==> src/hw/hub_cfg_pkg.sv <==
// Shared constants and types for the hub configuration source selector
package hub_cfg_pkg;

  localparam logic [15:0] SIG_ADDR       = 16'hfffa;
  localparam logic [15:0] EXEC_ADDR      = 16'h0000;
  localparam logic [1:0]  SIG_LAST       = 2'h3;
  localparam logic [7:0]  END_CFG_REG    = 8'hff;
  localparam logic [6:0]  SPI_SLOW_MHZ   = 7'h1e;
  localparam logic [6:0]  SPI_FAST_MHZ   = 7'h3c;
  localparam logic        STRAP_RESET    = 1'h0;
  localparam logic        VENDOR_MSG_RESET = 1'h1;

  typedef enum logic [1:0] {
    SRC_NONE    = 2'b00,
    SRC_SPI     = 2'b01,
    SRC_SMBUS   = 2'b10,
    SRC_DEFAULT = 2'b11
  } cfg_src_t;

  typedef enum logic [1:0] {
    OTP_SINGLE      = 2'b00,
    OTP_DIFF        = 2'b01,
    OTP_REDUND      = 2'b10,
    OTP_DIFF_REDUND = 2'b11
  } otp_mode_t;

  typedef enum logic [4:0] {
    CMD_NOP       = 5'h00,
    CMD_EC_ON     = 5'h01,
    CMD_EC_OFF    = 5'h02,
    CMD_SRES_ON   = 5'h03,
    CMD_SRES_OFF  = 5'h04,
    CMD_HUB_RESET = 5'h05,
    CMD_I2C_ENTER = 5'h06,
    CMD_I2C_LEAVE = 5'h07,
    CMD_I2C_WRITE = 5'h08,
    CMD_I2C_READ  = 5'h09,
    CMD_I2C_START = 5'h0a,
    CMD_I2C_STOP  = 5'h0b,
    CMD_SPI_ENTER = 5'h0c,
    CMD_SPI_LEAVE = 5'h0d,
    CMD_SPI_WRITE = 5'h0e,
    CMD_SPI_READ  = 5'h0f,
    CMD_OTP_RESET = 5'h10,
    CMD_OTP_MODE  = 5'h11,
    CMD_OTP_RMODE = 5'h12,
    CMD_OTP_PROG  = 5'h13,
    CMD_OTP_STAT  = 5'h14,
    CMD_OTP_CTRL  = 5'h15
  } cmd_t;

  typedef struct packed {
    logic       valid;
    cmd_t       op;
    logic [7:0] arg;
  } cmd_req_t;

  typedef struct packed {
    logic      valid;
    cmd_t      op;
    otp_mode_t mode;
  } otp_req_t;

  typedef struct packed {
    logic       valid;
    logic [7:0] addr;
    logic [7:0] data;
  } smb_wr_t;

endpackage

==> src/hw/hub_config_source_select.sv <==
// Configuration source selection, command routing and strap handling
`timescale 1ns/1ps
`default_nettype none
module hub_config_source_select
  import hub_cfg_pkg::*;
#(
  // Arbitrary value standing in for the ROM signature
  parameter logic [31:0] ROM_SIGNATURE = 32'h5ac3963c
)
(
  input  wire logic        sys_clk,
  input  wire logic        rst_n,
  input  wire logic        romValid,
  input  wire logic [7:0]  romData,
  input  wire logic        smbusPresent,
  input  wire smb_wr_t     smbWr,
  input  wire cmd_req_t    smbOtpCmd,
  input  wire cmd_req_t    usbCmd,
  input  wire logic        hubAttached,
  input  wire logic        suspend,
  input  wire logic        rateStrapIn,
  input  wire logic        rateStrapFunc,
  output logic             romReq,
  output logic [15:0]      romAddr,
  output cfg_src_t         cfgSource,
  output logic             cfgDone,
  output logic             execExternal,
  output logic [15:0]      execStartAddr,
  output smb_wr_t          extWr,
  output logic             vendorMsgEnabled,
  output logic             ecEnabled,
  output logic             specialResume,
  output logic             hubResetReq,
  output logic             i2cPass,
  output logic             spiPass,
  output cmd_req_t         i2cOut,
  output cmd_req_t         spiOut,
  output otp_req_t         otpOut,
  output otp_mode_t        otpMode,
  output logic             spiFast,
  output logic [6:0]       spiRateMhz,
  output logic             rateStrapOut,
  output logic             rateStrapOe,
  output logic             rateStrapPull
);

  typedef enum logic [2:0] {
    ST_PROBE = 3'b000,
    ST_WAIT  = 3'b001,
    ST_SMB   = 3'b010,
    ST_SOC   = 3'b011,
    ST_DONE  = 3'b100
  } seq_state_t;

  seq_state_t  state;
  seq_state_t  next_state;
  logic [1:0]  idx;
  logic [1:0]  next_idx;
  logic        sigBad;
  logic        next_sigBad;
  logic        badNow;
  logic [7:0]  sigByte;
  cfg_src_t    next_cfgSource;
  logic        next_cfgDone;
  logic        next_romReq;
  logic [15:0] next_romAddr;
  logic        next_execExternal;
  logic [15:0] next_execStartAddr;
  logic        rateCapValid;

  assign sigByte = ROM_SIGNATURE[8 * (3 - idx) +: 8];

  always_comb
  begin
    next_state         = state;
    next_idx           = idx;
    next_sigBad        = sigBad;
    next_cfgSource     = cfgSource;
    next_cfgDone       = cfgDone;
    next_romReq        = 1'b0;
    next_romAddr       = romAddr;
    next_execExternal  = execExternal;
    next_execStartAddr = execStartAddr;
    badNow             = sigBad | (romData != sigByte);
    unique case (state)
      ST_PROBE:
      begin
        next_romReq  = 1'b1;
        next_romAddr = SIG_ADDR + {14'h0000, idx};
        next_state   = ST_WAIT;
      end
      ST_WAIT:
      begin
        if (romValid)
        begin
          next_sigBad = badNow;
          if (idx == SIG_LAST)
          begin
            if (!badNow)
            begin
              next_cfgSource     = SRC_SPI;
              next_cfgDone       = 1'b1;
              next_execExternal  = 1'b1;
              next_execStartAddr = EXEC_ADDR;
              next_state         = ST_DONE;
            end
            else
            begin
              next_state = ST_SMB;
            end
          end
          else
          begin
            next_idx   = idx + 2'h1;
            next_state = ST_PROBE;
          end
        end
      end
      ST_SMB:
      begin
        if (smbusPresent)
        begin
          next_cfgSource = SRC_SMBUS;
          next_state     = ST_SOC;
        end
        else
        begin
          next_cfgSource = SRC_DEFAULT;
          next_cfgDone   = 1'b1;
          next_state     = ST_DONE;
        end
      end
      ST_SOC:
      begin
        // No timeout: the host may take as long as it likes
        if (smbWr.valid && smbWr.addr == END_CFG_REG)
        begin
          next_cfgDone = 1'b1;
          next_state   = ST_DONE;
        end
      end
      ST_DONE:
      begin
        next_state = ST_DONE;
      end
      default:
      begin
        next_state = ST_PROBE;
      end
    endcase
  end

  always_ff @(posedge sys_clk)
  begin
    if (!rst_n)
    begin
      state         <= ST_PROBE;
      idx           <= 2'h0;
      sigBad        <= 1'b0;
      cfgSource     <= SRC_NONE;
      cfgDone       <= 1'b0;
      romReq        <= 1'b0;
      romAddr       <= 16'h0000;
      execExternal  <= 1'b0;
      execStartAddr <= 16'h0000;
    end
    else
    begin
      state         <= next_state;
      idx           <= next_idx;
      sigBad        <= next_sigBad;
      cfgSource     <= next_cfgSource;
      cfgDone       <= next_cfgDone;
      romReq        <= next_romReq;
      romAddr       <= next_romAddr;
      execExternal  <= next_execExternal;
      execStartAddr <= next_execStartAddr;
    end
  end

  // Command routing
  smb_wr_t   next_extWr;
  logic      next_ecEnabled;
  logic      next_specialResume;
  logic      next_hubResetReq;
  logic      next_i2cPass;
  logic      next_spiPass;
  cmd_req_t  next_i2cOut;
  cmd_req_t  next_spiOut;
  otp_req_t  next_otpOut;
  otp_mode_t next_otpMode;
  logic      smbOtpOk;

  // SMBus has OTP access only while SMBus is the configuration source
  assign smbOtpOk = smbOtpCmd.valid && cfgSource == SRC_SMBUS;

  always_comb
  begin
    next_extWr         = '0;
    next_ecEnabled     = ecEnabled;
    next_specialResume = specialResume;
    next_hubResetReq   = 1'b0;
    next_i2cPass       = i2cPass;
    next_spiPass       = spiPass;
    next_i2cOut        = '0;
    next_spiOut        = '0;
    next_otpOut        = '0;
    next_otpMode       = otpMode;
    if (state == ST_SOC && smbWr.valid && smbWr.addr != END_CFG_REG
        && !hubAttached)
    begin
      next_extWr = smbWr;
    end
    if (usbCmd.valid)
    begin
      unique case (usbCmd.op)
        CMD_EC_ON:     next_ecEnabled = vendorMsgEnabled;
        CMD_EC_OFF:    next_ecEnabled = ecEnabled & ~vendorMsgEnabled;
        CMD_SRES_ON:   next_specialResume = vendorMsgEnabled;
        CMD_SRES_OFF:
          next_specialResume = specialResume & ~vendorMsgEnabled;
        CMD_HUB_RESET: next_hubResetReq = vendorMsgEnabled;
        CMD_I2C_ENTER: next_i2cPass = 1'b1;
        CMD_I2C_LEAVE: next_i2cPass = 1'b0;
        CMD_I2C_WRITE, CMD_I2C_READ, CMD_I2C_START, CMD_I2C_STOP:
        begin
          next_i2cOut       = usbCmd;
          next_i2cOut.valid = i2cPass;
        end
        CMD_SPI_ENTER: next_spiPass = 1'b1;
        CMD_SPI_LEAVE: next_spiPass = 1'b0;
        CMD_SPI_WRITE, CMD_SPI_READ:
        begin
          next_spiOut       = usbCmd;
          next_spiOut.valid = spiPass;
        end
        CMD_OTP_RESET, CMD_OTP_MODE, CMD_OTP_RMODE,
        CMD_OTP_PROG, CMD_OTP_STAT, CMD_OTP_CTRL:
        begin
          // USB side has no mode choice at all
          next_otpMode = OTP_SINGLE;
          next_otpOut  = '{valid: 1'b1, op: usbCmd.op, mode: OTP_SINGLE};
        end
        default:
        begin
        end
      endcase
    end
    else if (smbOtpOk && smbOtpCmd.op >= CMD_OTP_RESET
             && smbOtpCmd.op <= CMD_OTP_CTRL)
    begin
      if (smbOtpCmd.op == CMD_OTP_MODE)
      begin
        next_otpMode = otp_mode_t'(smbOtpCmd.arg[1:0]);
      end
      next_otpOut = '{valid: 1'b1, op: smbOtpCmd.op, mode: next_otpMode};
    end
  end

  always_ff @(posedge sys_clk)
  begin
    if (!rst_n)
    begin
      extWr            <= '0;
      vendorMsgEnabled <= VENDOR_MSG_RESET;
      ecEnabled        <= 1'b0;
      specialResume    <= 1'b0;
      hubResetReq      <= 1'b0;
      i2cPass          <= 1'b0;
      spiPass          <= 1'b0;
      i2cOut           <= '0;
      spiOut           <= '0;
      otpOut           <= '0;
      otpMode          <= OTP_SINGLE;
    end
    else
    begin
      extWr            <= next_extWr;
      vendorMsgEnabled <= vendorMsgEnabled;
      ecEnabled        <= next_ecEnabled;
      specialResume    <= next_specialResume;
      hubResetReq      <= next_hubResetReq;
      i2cPass          <= next_i2cPass;
      spiPass          <= next_spiPass;
      i2cOut           <= next_i2cOut;
      spiOut           <= next_spiOut;
      otpOut           <= next_otpOut;
      otpMode          <= next_otpMode;
    end
  end

  // Board must not drive the strap; pulled in reset, then driven from rateStrapFunc or parked in suspend
  strap_pin #(
    .SUSPEND_PARK (1'b1)
  ) u_rate_strap (
    .sys_clk  (sys_clk),
    .rst_n    (rst_n),
    .padIn    (rateStrapIn),
    .funcOut  (rateStrapFunc),
    .suspend  (suspend),
    .padOut   (rateStrapOut),
    .padOe    (rateStrapOe),
    .pullEn   (rateStrapPull),
    .capVal   (spiFast),
    .capValid (rateCapValid)
  );

  always_ff @(posedge sys_clk)
  begin
    if (!rst_n)
    begin
      spiRateMhz <= SPI_SLOW_MHZ;
    end
    else
    begin
      // Follows the strap one cycle late; settles one cycle after the first ROM probe request is raised
      spiRateMhz <= spiFast ? SPI_FAST_MHZ : SPI_SLOW_MHZ;
    end
  end

  a_probe_first: assert property (@(posedge sys_clk) disable iff (!rst_n)
    $rose(rst_n) |=> romReq && romAddr == SIG_ADDR)
    else $error("ROM probe not first");

  a_spi_exclusive: assert property (@(posedge sys_clk) disable iff (!rst_n)
    cfgSource == SRC_SPI |-> !extWr.valid
      && (!otpOut.valid || otpOut.mode == OTP_SINGLE))
    else $error("SMBus acted with ROM present");

  a_sig_exec: assert property (@(posedge sys_clk) disable iff (!rst_n)
    state == ST_WAIT && romValid && idx == SIG_LAST && !badNow |=>
      execExternal && execStartAddr == EXEC_ADDR && cfgDone)
    else $error("valid signature not honoured");

  a_smb_select: assert property (@(posedge sys_clk) disable iff (!rst_n)
    state == ST_SMB |=> cfgSource == (smbusPresent ? SRC_SMBUS
      : SRC_DEFAULT))
    else $error("wrong fallback source");

  a_default_done: assert property (@(posedge sys_clk) disable iff (!rst_n)
    state == ST_SMB && !smbusPresent |=> cfgDone ##1 cfgDone)
    else $error("default path not done");

  a_soc_wait: assert property (@(posedge sys_clk) disable iff (!rst_n)
    state == ST_SOC && !(smbWr.valid && smbWr.addr == END_CFG_REG)
      |=> !cfgDone)
    else $error("config ended without end write");

  a_vendor_msg_reset: assert property (@(posedge sys_clk)
    !rst_n |=> vendorMsgEnabled)
    else $error("vendor messages off after reset");

  a_hub_reset: assert property (@(posedge sys_clk) disable iff (!rst_n)
    usbCmd.valid && usbCmd.op == CMD_HUB_RESET |=> hubResetReq)
    else $error("hub reset not issued");

  a_pass_gate: assert property (@(posedge sys_clk) disable iff (!rst_n)
    (i2cOut.valid |-> $past(i2cPass)) and
    (spiOut.valid |-> $past(spiPass)))
    else $error("pass-through forwarded while closed");

  a_otp_usb_single: assert property (@(posedge sys_clk) disable iff (!rst_n)
    usbCmd.valid && usbCmd.op >= CMD_OTP_RESET && usbCmd.op <= CMD_OTP_CTRL
      |=> otpOut.valid && otpOut.mode == OTP_SINGLE)
    else $error("USB OTP not single-ended");

  a_otp_smb_mode: assert property (@(posedge sys_clk) disable iff (!rst_n)
    smbOtpOk && !usbCmd.valid && smbOtpCmd.op == CMD_OTP_MODE
      |=> otpMode == otp_mode_t'($past(smbOtpCmd.arg[1:0])))
    else $error("SMBus OTP mode not applied");

  a_smb_attach: assert property (@(posedge sys_clk) disable iff (!rst_n)
    extWr.valid |-> !$past(hubAttached))
    else $error("config write after attach");

  a_rate_select: assert property (@(posedge sys_clk) disable iff (!rst_n)
    rateCapValid && $past(rateCapValid) |->
      spiRateMhz == (spiFast ? SPI_FAST_MHZ : SPI_SLOW_MHZ))
    else $error("SPI rate mismatch");

  c_spi_found: cover property (@(posedge sys_clk) disable iff (!rst_n)
    cfgSource == SRC_SPI && cfgDone);
  c_smb_done: cover property (@(posedge sys_clk) disable iff (!rst_n)
    cfgSource == SRC_SMBUS && $rose(cfgDone));
  c_default: cover property (@(posedge sys_clk) disable iff (!rst_n)
    cfgSource == SRC_DEFAULT && cfgDone);
  c_park_low: cover property (@(posedge sys_clk) disable iff (!rst_n)
    suspend && !spiFast && rateStrapOe);

endmodule // hub_config_source_select
`default_nettype wire

==> src/hw/strap_pin.sv <==
// One configuration strap pin: capture at reset release, then output
`timescale 1ns/1ps
`default_nettype none
module strap_pin
  import hub_cfg_pkg::*;
#(
  parameter bit SUSPEND_PARK = 1'b0
)
(
  input  wire logic sys_clk,
  input  wire logic rst_n,
  input  wire logic padIn,
  input  wire logic funcOut,
  input  wire logic suspend,
  output logic      padOut,
  output logic      padOe,
  output logic      pullEn,
  output logic      capVal,
  output logic      capValid
);

  logic next_padOut;
  logic next_padOe;
  logic next_capVal;

  always_comb
  begin
    // First cycle after release samples the pin; value frozen afterwards
    next_capVal = capValid ? capVal : padIn;
    next_padOut = funcOut;
    next_padOe  = 1'b1;
    if (SUSPEND_PARK && suspend)
    begin
      // Parked low only when strapped low, so a pull-up is never fought
      next_padOut = 1'b0;
      next_padOe  = ~next_capVal;
    end
  end

  always_ff @(posedge sys_clk)
  begin
    if (!rst_n)
    begin
      padOut   <= 1'b0;
      padOe    <= 1'b0;
      pullEn   <= 1'b1;
      capVal   <= STRAP_RESET;
      capValid <= 1'b0;
    end
    else
    begin
      padOut   <= next_padOut;
      padOe    <= next_padOe;
      pullEn   <= 1'b1;
      capVal   <= next_capVal;
      capValid <= 1'b1;
    end
  end

  a_strap_hiz_reset: assert property (@(posedge sys_clk)
    !rst_n |=> !padOe && !capValid)
    else $error("strap driven out of reset");

  a_strap_capture: assert property (@(posedge sys_clk) disable iff (!rst_n)
    !capValid |=> capVal == $past(padIn))
    else $error("strap not captured at release");

  a_strap_hold: assert property (@(posedge sys_clk) disable iff (!rst_n)
    capValid |=> $stable(capVal))
    else $error("captured strap changed");

  a_strap_park: assert property (@(posedge sys_clk) disable iff (!rst_n)
    SUSPEND_PARK && capValid && suspend |=>
      (capVal ? !padOe : (padOe && !padOut)))
    else $error("strap suspend drive wrong");

  a_pull_on: assert property (@(posedge sys_clk) disable iff (!rst_n)
    capValid |-> pullEn)
    else $error("strap pull dropped");

endmodule // strap_pin
`default_nettype wire

==> config.mk <==
export PLATFORM = sky130hd
export DESIGN_NAME = hub_config_source_select
export DESIGN_NICKNAME = d
export VERILOG_FILES = /design/src/hw/hub_cfg_pkg.sv /design/src/hw/hub_config_source_select.sv /design/src/hw/strap_pin.sv
export SDC_FILE = /design/constraint.sdc
export NUM_CORES = 1
export LEC_CHECK = 0
export ABC_CLOCK_PERIOD_IN_PS = 4600
export BUFFER_PORTS_ARGS = -buffer_cell sky130_fd_sc_hd__buf_4
export CAP_MARGIN = 15
export CORE_UTILIZATION = 30
export CTS_BUF_LIST = sky130_fd_sc_hd__clkbuf_16
export CTS_CLUSTER_SIZE = 28
export DETAILED_ROUTE_END_ITERATION = 10
export HOLD_SLACK_MARGIN = 0.12
export PLACE_DENSITY = 0.6
export SLEW_MARGIN = 30
export SYNTH_ARGS = -nofsm -noshare
export SYNTH_HDL_FRONTEND = slang
export SYNTH_SLANG_ARGS = --single-unit
==> constraint.sdc <==
create_clock -name sys_clk -period 4.6 [get_ports sys_clk]
set_input_delay 0.23 -clock sys_clk [delete_from_list [all_inputs] [get_ports sys_clk]]
set_output_delay 0.23 -clock sys_clk [all_outputs]
set_load 0.01 [all_outputs]
==> impl_summary.txt, run 1 <==
----------------------------------------------------
[CTS]
  # H-tree levels ... 3
  Post CTS Setup Buffer Count ... 0
  Clock tree from TritonCTS ... yes
  Count of cells resized by post-cts repair ... 0
  Clock-pin slew of the registers on the worst-case setup and hold paths ... 60 ps
  Clock latency reported for the late side of the worst-skew pair ... 330 ps
  Clock sink total ... 81
  Root buffer cell ... sky130_fd_sc_hd__clkbuf_16
  Maximum buffer depth of the clock tree ... 2
  Number of buffers added by the clock tree synthesis step ... 9

[Setup path]
  Critical-path cell with the highest stage delay ... sky130_fd_sc_hd__dfxtp_1
  Setup crit start kind ... flip-flop
  Arrival time of the worst setup path ... 2300 ps
  Cell-by-cell trace of the critical path ... inv_1 > ha_1 > or3b_1 > o21ai_1 > and4_4 > a21boi_2 > nor4_1
  Gate family responsible for the most delay along the worst path ... simple AND/OR/NAND/NOR gates
  Kind of critical path ... reg -> reg
  Type of destination of the critical path ... flip-flop
  Worst path max stage delay ... 480 ps
  Worst path required time ... 4830 ps
  Buffers plus inverters on the worst setup path ... 1
  Largest fanout on the critical path ... 8

[Synth]
  Synthesized netlist cell count ... 297
  Yosys cell types ... 47
  Share of synthesized flip-flops with an asynchronous set or reset ... 0%
  Number of flops mapped to enable cells by yosys ... 0
  Main flop type after synthesis ... sky130_fd_sc_hd__dfxtp_1
  Total of warnings raised by yosys ... 0
  Count of state elements after synthesis ... 81
  Synthesized cell area ... 3000 um^2
  Sequential cell area fraction in the yosys report ... 54.0%
  Avg Inst Size Synth ... 10.1 um^2

[Timing]
  Transition time at the pin with the least slew margin ... 786 ps
  Period minus WS final ... 2070 ps
  Final setup violating endpoints ... 0
  Final hold violation count ... 0
  Final setup margin ... 2530 ps
  Unrepaired setup endpoints after global routing ... false
  Final Skew ... 4.46 ps
  Fraction of the cycle the final worst path needs ... 45.1%
  Sum of negative setup slack ... 0 ps
  Maximum clock frequency ... 482 MHz
  Normalized max-slew margin ... 47.5%
  Max Slew Vio Count ... 0

[Power and ir drop]
  Worst voltage drop across the vdd grid ... 0.131 mV
  P_leak ... 2.11 nW
  Pwr Density ... 347 nW/um^2

[Outcome]
  Run status ... complete, no violations

[Placement]
  Area after detailed placement ... 4020 um^2
  Final GP Congestion ... 0.750
  Number of buffers inserted by port buffering ... 140
  Hpwl dp ... 4930 um
  Worst slack after detailed placement ... 2520 ps

[Route]
  Antenna Nets Post-Route ... 0
  Number of optimization iterations in the first detailed-route pass ... 3
  Number of violations reported at the end of detailed-routing iteration 0 ... 61
  Vias per Instance ... 4.13
  Final Routed Wirelength ... 6920 um
  Per-cell routed wire length ... 11.6 um
  DRC ... 0
  Count of vias placed by the detailed router ... 2456

[Die]
  Initial core utilization ... 30.9%
  Row Count ... 36
  Die Area ... 10400 um^2
  IO Count ... 170
  Floorplan die width ... 102 um
  Std-Cell Core Area ... 9730 um^2
  Die height ... 102 um

[GRT]
  Global router's overall resource usage ... 13.3%
  First-pass GRT wire length ... 10500 um
  Congestion Overflow GR ... 0
  Number of global-route vias before repair ... 2266
  Maximum number of pins on one net before global-route repair ... 25
  Number of antenna violations at the first check in global routing ... 0

[Layout]
  Net count of the finished layout ... 522
  Post-layout instance area ... 4580 um^2
  Relative area change from synthesis to final layout ... 52.5%
  ANT cells ... 0
  Fraction of final layout cells sized beyond drive strength 1 ... 35.5%

[Worst hold path]
  Type of the worst min-delay path ... in -> reg

[Job]
  Maximum Capacitance Violations ... 0

----------------------------------------------------
-- sequential cells by signal, summed over array words and instances, names as in the netlist --
register	count
specialResume	1
idx	2
execExternal	1
u_rate_strap.capVal	1
i2cOut	14
romReq	1
spiRateMhz	2
ecEnabled	1
spiOut	14
spiPass	1
state	3
sigBad	1
extWr	17
otpMode	2
u_rate_strap.padOe	1
romAddr	4
u_rate_strap.capValid	1
cfgDone	1
hubResetReq	1
i2cPass	1
u_rate_strap.padOut	1
otpOut	8
cfgSource	2
-- cells in the mapped netlist (all sizes together), types with 2 or more instances --
cell     n  area (um^2)
nor2b    4         25.0
nand2   15         58.8
xor2     2         17.5
xnor2    3         26.3
nor2    36          135
nand2b   4         25.0
buf     39          287
a21oi   10         50.1
and2    40          250
a31oi    3         18.8
ha       4         50.1
nand4    2         12.5
a211oi   4         42.5
o21ai    5         25.0
nor4     2         27.5
o31ai    2         15.0
conb     2         7.51
nor3     4         25.0
a32oi    2         17.5
nor3b    2         20.0
or3b     2         17.5
inv      5         18.8
dfxtp   81         1620
a22oi    3         22.5
mux2i    6         60.1
clkbuf   3         11.3
-- power by group --
group / internal, mW / switching (mW) / leakage, nW / total (mW)
sequential: 0.716 / 0.0115 / 0.658 / 0.727
clock: 0.425 / 0.285 / 0.140 / 0.710
combinational: 0.0852 / 0.0684 / 1.31 / 0.154
-- per-layer routing --
layer	vias to the layer above	GRT usage, %	wire length, um
met5	-	0	0
met3	13	3.15	441
met2	90	23.2	3450
met4	0	7.03	143
li1	1240	-	-
met1	1113	14.9	2880
-- layout by cell type, fill, tap and decap left out, types with 5 or more instances in the layout --
| master | netlist | routed |
|---|---|---|
| sky130_fd_sc_hd__nand2_1 | 14 | 14 |
| sky130_fd_sc_hd__mux2i_1 | 6 | 6 |
| sky130_fd_sc_hd__nor2_1 | 36 | 36 |
| sky130_fd_sc_hd__and2_1 | 40 | 40 |
| sky130_fd_sc_hd__clkbuf_16 | 0 | 9 |
| sky130_fd_sc_hd__inv_1 | 5 | 5 |
| sky130_fd_sc_hd__dfxtp_1 | 81 | 81 |
| sky130_fd_sc_hd__buf_4 | 35 | 140 |
| sky130_fd_sc_hd__a21oi_1 | 10 | 10 |
| sky130_fd_sc_hd__dlygate4sd3_1 | 0 | 26 |
| sky130_fd_sc_hd__conb_1 | 2 | 27 |
-- cell type report --
type                            count  area, um^2
Fill cell                         955        5150
Sequential cell                    81        1620
Timing Repair Buffer              166        1310
Multi-Input combinational cell    194        1160
Clock buffer                        9         225
Tap cell                          133         166
Clock inverter                      7        77.6
Inverter                            5        18.8
-- logic make-up after synthesis --
family	synth area share, %
AND/OR/NAND/NOR	22.0
flip-flops	54.0
buffers and inverters	10.5
AO/OA/AOI/OAI	8.12
multiplexers	2.00
XOR/XNOR	1.46
adder cells (fa/ha/maj)	1.67
other	0.250
-- repair_timing --
action / CTS / global route
hold buffers: 26 / 0
setup endpoints to repair: 0 / 0
hold endpoints to repair: 33 / 0
-- final timing paths --
check / cells past startpoint / slack, ps / end / from
worst min register to register: 2 / 470 / cfgDone$_SDFFE_PN0P_ / cfgDone$_SDFFE_PN0P_
worst max-delay path: 7 / 2530 / state[2]$_SDFFE_PN0P_ / idx[1]$_SDFFE_PN0P_
worst min-delay path: 1 / 140 / u_rate_strap.capValid$_DFF_P_ / rst_n
worst max register to register: 7 / 2530 / state[2]$_SDFFE_PN0P_ / idx[1]$_SDFFE_PN0P_
-- metrics by stage --
stage / hold slack [ps] / util (%) / instances / power, mW
5_1_grt: 138 / 47.1 / 595 / 1.66
3_3_place_gp: 402 / 41.3 / 553 / 0.878
2_1_floorplan: 258 / - / 322 / 0.824
6_report: 142 / 47.1 / 595 / 1.59
3_5_place_dp: 403 / 41.3 / 553 / 0.880
4_1_cts: 135 / 47.1 / 595 / 1.61
Power figures use the tool's default switching activity.
==> run 2: changes to the inputs <==
--- a/config.mk
+++ b/config.mk
@@ -5,7 +5,8 @@
 export SDC_FILE = /design/constraint.sdc
 export NUM_CORES = 1
 export LEC_CHECK = 0
-export ABC_CLOCK_PERIOD_IN_PS = 4600
+export ABC_AREA = 1
+export ABC_CLOCK_PERIOD_IN_PS = 2100
 export BUFFER_PORTS_ARGS = -buffer_cell sky130_fd_sc_hd__buf_4
 export CAP_MARGIN = 15
 export CORE_UTILIZATION = 30
==> constraint.sdc (replaced) <==
create_clock -name sys_clk -period 2.1 [get_ports sys_clk]
set_input_delay 0.105 -clock sys_clk [delete_from_list [all_inputs] [get_ports sys_clk]]
set_output_delay 0.105 -clock sys_clk [all_outputs]
set_load 0.01 [all_outputs]
==> impl_summary.txt, run 2 <==
----------------------------------------------------
[Synth]
  Synthesized netlist cell count ... 378
  Share of synthesized flip-flops with an asynchronous set or reset ... 0%
  Synthesized cell area ... 3100 um^2
  Count of state elements after synthesis ... 81
  Sequential cell area fraction in the yosys report ... 52.3%
  Most numerous cell types in the synthesized netlist ... sky130_fd_sc_hd__dfxtp_1 (81), sky130_fd_sc_hd__nor2_1 (68), sky130_fd_sc_hd__inv_1 (66), sky130_fd_sc_hd__nand2_1 (43), sky130_fd_sc_hd__buf_4 (35)
  Number of flops mapped to enable cells by yosys ... 0
  Cell taking the most area after synthesis ... sky130_fd_sc_hd__dfxtp_1
  Dominant cells by area after synthesis ... sky130_fd_sc_hd__dfxtp_1 (52%), sky130_fd_sc_hd__buf_4 (8.5%), sky130_fd_sc_hd__nor2_1 (8.2%)
  Main flop type after synthesis ... sky130_fd_sc_hd__dfxtp_1
  Total of warnings raised by yosys ... 0
  Avg Inst Size Synth ... 8.21 um^2
  Yosys cell types ... 31
  Portion of synthesized cell area occupied by the leading cell type ... 52.3%
  Cell with the most instances after synthesis ... sky130_fd_sc_hd__dfxtp_1

[Timing]
  Period minus WS final ... 1780 ps
  Sum of negative setup slack ... 0 ps
  Max Slew Vio Count ... 0
  Fraction of the cycle the final worst path needs ... 84.6%
  Final Skew ... 6.26 ps
  Final hold violation count ... 0
  Unrepaired setup endpoints after global routing ... false
  Final setup violating endpoints ... 0
  Transition time at the pin with the least slew margin ... 610 ps
  Maximum clock frequency ... 563 MHz
  Normalized max-slew margin ... 59.2%

[Layout]
  Post-layout instance area ... 4860 um^2
  Number of flip-flops in the largest register ... 17
  Top register by number of flip-flops ... extWr
  Fraction of final layout cells sized beyond drive strength 1 ... 30.8%
  Most common cell after layout, fill and taps aside ... sky130_fd_sc_hd__buf_4
  Net count of the finished layout ... 618
  Relative area change from synthesis to final layout ... 56.7%
  Registers with the highest flip-flop counts ... extWr: 17 flops, i2cOut: 14 flops, spiOut: 14 flops
  ANT cells ... 0
  Leading cell types in the layout, fill and taps excluded ... sky130_fd_sc_hd__buf_4 (141), sky130_fd_sc_hd__dfxtp_1 (81), sky130_fd_sc_hd__nor2_1 (68)
  Final core occ ... 49.1%
  Count of fill cells added during filler insertion ... 968

[Placement]
  Final GP Congestion ... 0.756
  Number of buffers inserted by port buffering ... 140
  Hpwl dp ... 5370 um
  Area after detailed placement ... 4120 um^2

[Power and ir drop]
  Part of the power in combinational logic ... 12.4%
  Sequential share of power ... 41.0%
  Net switching power of the design ... 0.938 mW
  P_leak ... 2.51 nW
  Fraction of power spent switching nets ... 23.7%
  Worst voltage drop across the vdd grid ... 0.474 mV
  Fraction of power consumed by the clock network ... 46.6%
  Internal power consumption ... 3.02 mW
  Pwr Density ... 814 nW/um^2

[GRT]
  M3 GR Usage ... 3.40%
  First-pass GRT wire length ... 12400 um
  Maximum number of pins on one net before global-route repair ... 22
  Congestion Overflow GR ... 0
  Met2 demand-to-capacity share in global routing ... 25.6%
  Number of antenna violations at the first check in global routing ... 0
  Number of global-route vias before repair ... 2675
  Global router's overall resource usage ... 14.2%
  Routing layer with the top usage in global route ... met2
  GR Layer Usage met1 ... 16.3%

[CTS]
  Post CTS Setup Buffer Count ... 0
  Maximum buffer depth of the clock tree ... 2
  Clock latency reported for the late side of the worst-skew pair ... 330 ps
  Clock-pin slew of the registers on the worst-case setup and hold paths ... 60 ps
  Root buffer cell ... sky130_fd_sc_hd__clkbuf_16
  Number of buffers added by the clock tree synthesis step ... 9
  Count of cells resized by post-cts repair ... 0
  Clock sink total ... 81
  Hold buffer count at CTS ... 39
  # H-tree levels ... 3
  Clock tree from TritonCTS ... yes

[Setup path]
  Most frequent CP cell ... sky130_fd_sc_hd__nand2_1
  Largest fanout on the critical path ... 6
  Critical-path cell with the highest stage delay ... sky130_fd_sc_hd__dfxtp_1
  Worst path required time ... 2320 ps
  Cell-by-cell trace of the critical path ... inv_1 > ha_1 > nor2_1 > nand2_1 > nand2_1 > nand3_1 > nor2_2 > nand2_2 > nand2_2 > nand2_1 > nand2_1 > a21oi_1
  Worst R2R Setup Slack ... 320 ps
  Type of destination of the critical path ... flip-flop
  Setup crit start kind ... flip-flop
  Arrival time of the worst setup path ... 2000 ps
  Worst path max stage delay ... 450 ps
  Kind of critical path ... reg -> reg

[Die]
  Die height ... 104 um
  IO Count ... 170
  Floorplan die width ... 104 um
  Die Area ... 10700 um^2
  Row Count ... 36
  Std-Cell Core Area ... 9910 um^2
  Initial core utilization ... 31.3%

[Worst hold path]
  Type of the worst min-delay path ... in -> reg

[Route]
  DRC ... 0
  Number of optimization iterations in the first detailed-route pass ... 4
  Number of violations reported at the end of detailed-routing iteration 0 ... 101
  Per-cell routed wire length ... 11.0 um
  Final Routed Wirelength ... 7590 um
  Antenna Nets Post-Route ... 0
  Count of vias placed by the detailed router ... 2770
  Vias per Instance ... 4.01

[Outcome]
  Run status ... complete, no violations

[Job]
  Maximum Capacitance Violations ... 0

----------------------------------------------------
==> run 2: cell types whose count changed in the layout (fill, tap and decap cells not counted), moves of 10 or more <==
cell	previous run	this run
sky130_fd_sc_hd__inv_1	5	66
sky130_fd_sc_hd__and2_1	40	0
sky130_fd_sc_hd__nor2_1	36	68
sky130_fd_sc_hd__nand2_1	14	43
sky130_fd_sc_hd__dlygate4sd3_1	26	39
sky130_fd_sc_hd__nand3_1	0	10
==> run 2: cell type report <==
| cell class | count | area (um^2) | share of cell area [%] |
|---|---|---|---|
| clock inverter | 7 | 130 | 2.68 |
| inverter | 69 | 259 | 5.33 |
| clock buffer | 9 | 225 | 4.63 |
| timing repair buffer | 180 | 1450 | 29.8 |
| sequential | 81 | 1620 | 33.4 |
| tap | 133 | 166 | 3.42 |
| multi-input combinational | 212 | 1010 | 20.8 |
==> run 2: critical path, delay by kind of cell (launching register included) <==
kind | cells | cell delay, ps
adders and majority gates | 1 | 320
buffers and inverters | 1 | 120
DFF | 1 | 450
and+or+nand+nor | 9 | 720
AOI/OAI and AO/OA | 1 | 60
==> run 2: logic make-up (layout without fill, tap and decap cells) <==
group | Yosys count | after routing | share of synthesized area, %
AND/OR/NAND/NOR | 143 | 143 | 19.9
buffers and inverters | 110 | 265 | 18.2
flip-flops | 81 | 81 | 52.3
AO/OA/AOI/OAI | 36 | 36 | 7.14
adder cells (fa/ha/maj) | 4 | 4 | 1.61
other | 2 | 27 | 0.242
XOR/XNOR | 1 | 1 | 0.282
multiplexers | 1 | 1 | 0.323
==> run 2: final timing paths <==
path,start,to,cells after the start
setup / recovery,idx[1]$_SDFFE_PN0P_,cfgSource[1]$_SDFFE_PN0P_,12
hold / removal,smbOtpCmd[1],otpOut[1]$_SDFF_PP0_,3
setup reg to reg,idx[1]$_SDFFE_PN0P_,cfgSource[1]$_SDFFE_PN0P_,12
hold reg to reg,u_rate_strap.capVal$_SDFF_PN0_,spiRateMhz[1]$_SDFF_PN1_,1
==> run 2: layer usage <==
layer | part of all wire [%] | up-vias | wire, um
li1 | - | 1433 | -
met1 | 43 | 1212 | 3250
met2 | 49 | 119 | 3730
met3 | 6.8 | 6 | 518
met4 | 1.2 | 0 | 89
met5 | 0 | - | 0
==> run 2: power groups by stage <==
stage	registers, mW	logic, mW	clock network (mW)
after floorplan	1.67	0.269	0
after global placement	1.66	0.431	0
after detailed placement	1.66	0.433	0
after CTS	1.62	0.490	1.89
after global routing	1.63	0.541	1.95
final	1.62	0.490	1.84
==> run 2: stage by stage <==
stage	instances	total power, mW	hold WS (ps)	setup slack [ps]
2_1_floorplan	403	1.94	133	546
3_3_place_gp	636	2.09	277	405
3_5_place_dp	636	2.09	279	335
4_1_cts	691	4.00	124	324
5_1_grt	691	4.12	124	108
6_report	691	3.96	120	323
==> run 3: changes to the inputs <==
--- a/config.mk
+++ b/config.mk
@@ -6,7 +6,7 @@
 export NUM_CORES = 1
 export LEC_CHECK = 0
 export ABC_AREA = 1
-export ABC_CLOCK_PERIOD_IN_PS = 2100
+export ABC_CLOCK_PERIOD_IN_PS = 1700
 export BUFFER_PORTS_ARGS = -buffer_cell sky130_fd_sc_hd__buf_4
 export CAP_MARGIN = 15
 export CORE_UTILIZATION = 30
==> constraint.sdc (replaced) <==
create_clock -name sys_clk -period 1.7 [get_ports sys_clk]
set_input_delay 0.085 -clock sys_clk [delete_from_list [all_inputs] [get_ports sys_clk]]
set_output_delay 0.085 -clock sys_clk [all_outputs]
set_load 0.01 [all_outputs]
==> impl_summary.txt, run 3 (same netlist as run 2, synthesis figures left out) <==
----------------------------------------------------
[Route]
  Per-cell routed wire length ... 10.8 um
  Vias per Instance ... 4.03
  Number of optimization iterations in the first detailed-route pass ... 4
  Number of violations reported at the end of detailed-routing iteration 0 ... 113
  Count of vias placed by the detailed router ... 2803
  Antenna Nets Post-Route ... 0
  DRC ... 0
  Final Routed Wirelength ... 7510 um

[Layout]
  Number of flip-flops in the largest register ... 17
  Net count of the finished layout ... 623
  ANT cells ... 0
  Most common cell after layout, fill and taps aside ... sky130_fd_sc_hd__buf_4
  Relative area change from synthesis to final layout ... 58.1%
  Top register by number of flip-flops ... extWr
  Registers with the highest flip-flop counts ... extWr: 17 flops, i2cOut: 14 flops, spiOut: 14 flops
  Fraction of final layout cells sized beyond drive strength 1 ... 31.8%
  Leading cell types in the layout, fill and taps excluded ... sky130_fd_sc_hd__buf_4 (145), sky130_fd_sc_hd__dfxtp_1 (80), sky130_fd_sc_hd__nor2_1 (68)
  Count of fill cells added during filler insertion ... 943

[Die]
  Floorplan die width ... 104 um
  IO Count ... 170
  Std-Cell Core Area ... 9910 um^2
  Initial core utilization ... 31.3%
  Die height ... 104 um
  Die Area ... 10700 um^2
  Row Count ... 36

[GRT]
  Maximum number of pins on one net before global-route repair ... 18
  Congestion Overflow GR ... 0
  Global router's overall resource usage ... 14.0%
  Number of global-route vias before repair ... 2579
  Number of antenna violations at the first check in global routing ... 0
  First-pass GRT wire length ... 12100 um

[Placement]
  Hpwl dp ... 5490 um
  Worst slack after detailed placement ... 101 ps
  Final GP Congestion ... 0.773
  Number of buffers inserted by port buffering ... 140

[Timing]
  Transition time at the pin with the least slew margin ... 577 ps
  Sum of negative setup slack ... 0 ps
  Period minus WS final ... 1560 ps
  Fraction of the cycle the final worst path needs ... 91.6%
  Final setup margin ... 143 ps
  Max Slew Vio Count ... 0
  Maximum clock frequency ... 642 MHz
  Final Skew ... 8.24 ps
  WHS ... 126 ps
  Normalized max-slew margin ... 61.4%
  Unrepaired setup endpoints after global routing ... false
  Final setup violating endpoints ... 0
  Final hold violation count ... 0

[CTS]
  Root buffer cell ... sky130_fd_sc_hd__clkbuf_16
  Clock latency reported for the late side of the worst-skew pair ... 330 ps
  Clock tree from TritonCTS ... yes
  Clock-pin slew of the registers on the worst-case setup and hold paths ... 60 ps
  Number of buffers added by the clock tree synthesis step ... 9
  Maximum buffer depth of the clock tree ... 2
  Clock sink total ... 81
  # H-tree levels ... 3

[Setup path]
  Worst path required time ... 1920 ps
  Most frequent CP cell ... sky130_fd_sc_hd__nand2_1
  Gate family responsible for the most delay along the worst path ... simple AND/OR/NAND/NOR gates
  Kind of critical path ... reg -> reg
  Worst path max stage delay ... 310 ps
  Largest fanout on the critical path ... 3
  Critical-path cell with the highest stage delay ... sky130_fd_sc_hd__dfxtp_1
  Arrival time of the worst setup path ... 1770 ps
  Buffers plus inverters on the worst setup path ... 1
  Setup crit start kind ... flip-flop
  Type of destination of the critical path ... flip-flop
  Cell-by-cell trace of the critical path ... inv_1 > ha_4 > nor2_1 > nand2_1 > nand2_1 > nand3_1 > nor2_2 > nand2_2 > nand2_2 > nand2_1 > nand2_1 > a21oi_1

[Power and ir drop]
  P_leak ... 2.52 nW
  Pwr Density ... 971 nW/um^2
  Worst voltage drop across the vdd grid ... 0.437 mV

[Worst hold path]
  Type of the worst min-delay path ... in -> reg

[Outcome]
  Run status ... complete, no violations

[Job]
  Maximum Capacitance Violations ... 0

----------------------------------------------------
run 3: final timing paths:
check / slack, ps / depth (start not counted) / from / end
setup / recovery: 140 / 12 / idx[1]$_SDFFE_PN0P_ / cfgSource[1]$_SDFFE_PN0P_
hold / removal: 130 / 3 / romValid / sigBad$_SDFFE_PN0P_
setup reg to reg: 140 / 12 / idx[1]$_SDFFE_PN0P_ / cfgSource[1]$_SDFFE_PN0P_
hold reg to reg: 420 / 1 / u_rate_strap.capVal$_SDFF_PN0_ / spiRateMhz[1]$_SDFF_PN1_
run 3: area by class of cell:
class,count,area (um^2),area share (%)
Tap cell,133,166,3.39
Clock buffer,9,225,4.59
Inverter,69,259,5.28
Sequential cell,81,1620,33.1
Timing Repair Buffer,185,1490,30.4
Clock inverter,7,108,2.19
Multi-Input combinational cell,212,1030,21.1
run 3: stage by stage:
| stage | area, um^2 | instances | power, mW | util [%] |
|---|---|---|---|---|
| 6_report | 4900 | 696 | 4.76 | 49.5 |
| 5_1_grt | 4900 | 696 | 4.97 | 49.5 |
| 4_1_cts | 4870 | 695 | 4.81 | 49.2 |
| 3_5_place_dp | 4140 | 639 | 2.59 | 41.8 |
| 3_3_place_gp | 4140 | 639 | 2.59 | 41.8 |
| 2_1_floorplan | 3200 | 403 | 2.39 | - |
run 3: worst reg2reg max path, stage by stage, from the launching register on:
cell,delay (ps)
sky130_fd_sc_hd__dfxtp_1,310
sky130_fd_sc_hd__inv_1,130
sky130_fd_sc_hd__ha_4,220
sky130_fd_sc_hd__nor2_1,100
sky130_fd_sc_hd__nand2_1,50
sky130_fd_sc_hd__nand2_1,50
sky130_fd_sc_hd__nand3_1,90
sky130_fd_sc_hd__nor2_2,170
sky130_fd_sc_hd__nand2_2,80
sky130_fd_sc_hd__nand2_2,70
sky130_fd_sc_hd__nand2_1,70
sky130_fd_sc_hd__nand2_1,60
sky130_fd_sc_hd__a21oi_1,60
run 3: timing repair:
action | 4_1_cts | 5_1_grt
hold buffers | 40 | 0
hold endpoints to repair | 58 | 0
gates resized for setup | 0 | 4
buffers inserted | 0 | 1
endpoints found under the setup margin | 0 | 4
run 3: report_power, final:
part	total, mW	leakage [nW]	switching (mW)	internal, mW
Sequential	2.01	0.659	0.0481	1.96
Clock	2.13	0.160	0.811	1.32
Combinational	0.626	1.70	0.306	0.320
run 3: layer usage:
metal	GRT usage, %	vias to the layer above	wire [um]
li1	-	1444	-
met1	16.9	1226	3430
met2	24.2	122	3520
met3	2.89	11	446
met4	5.82	0	115
met5	0	-	0
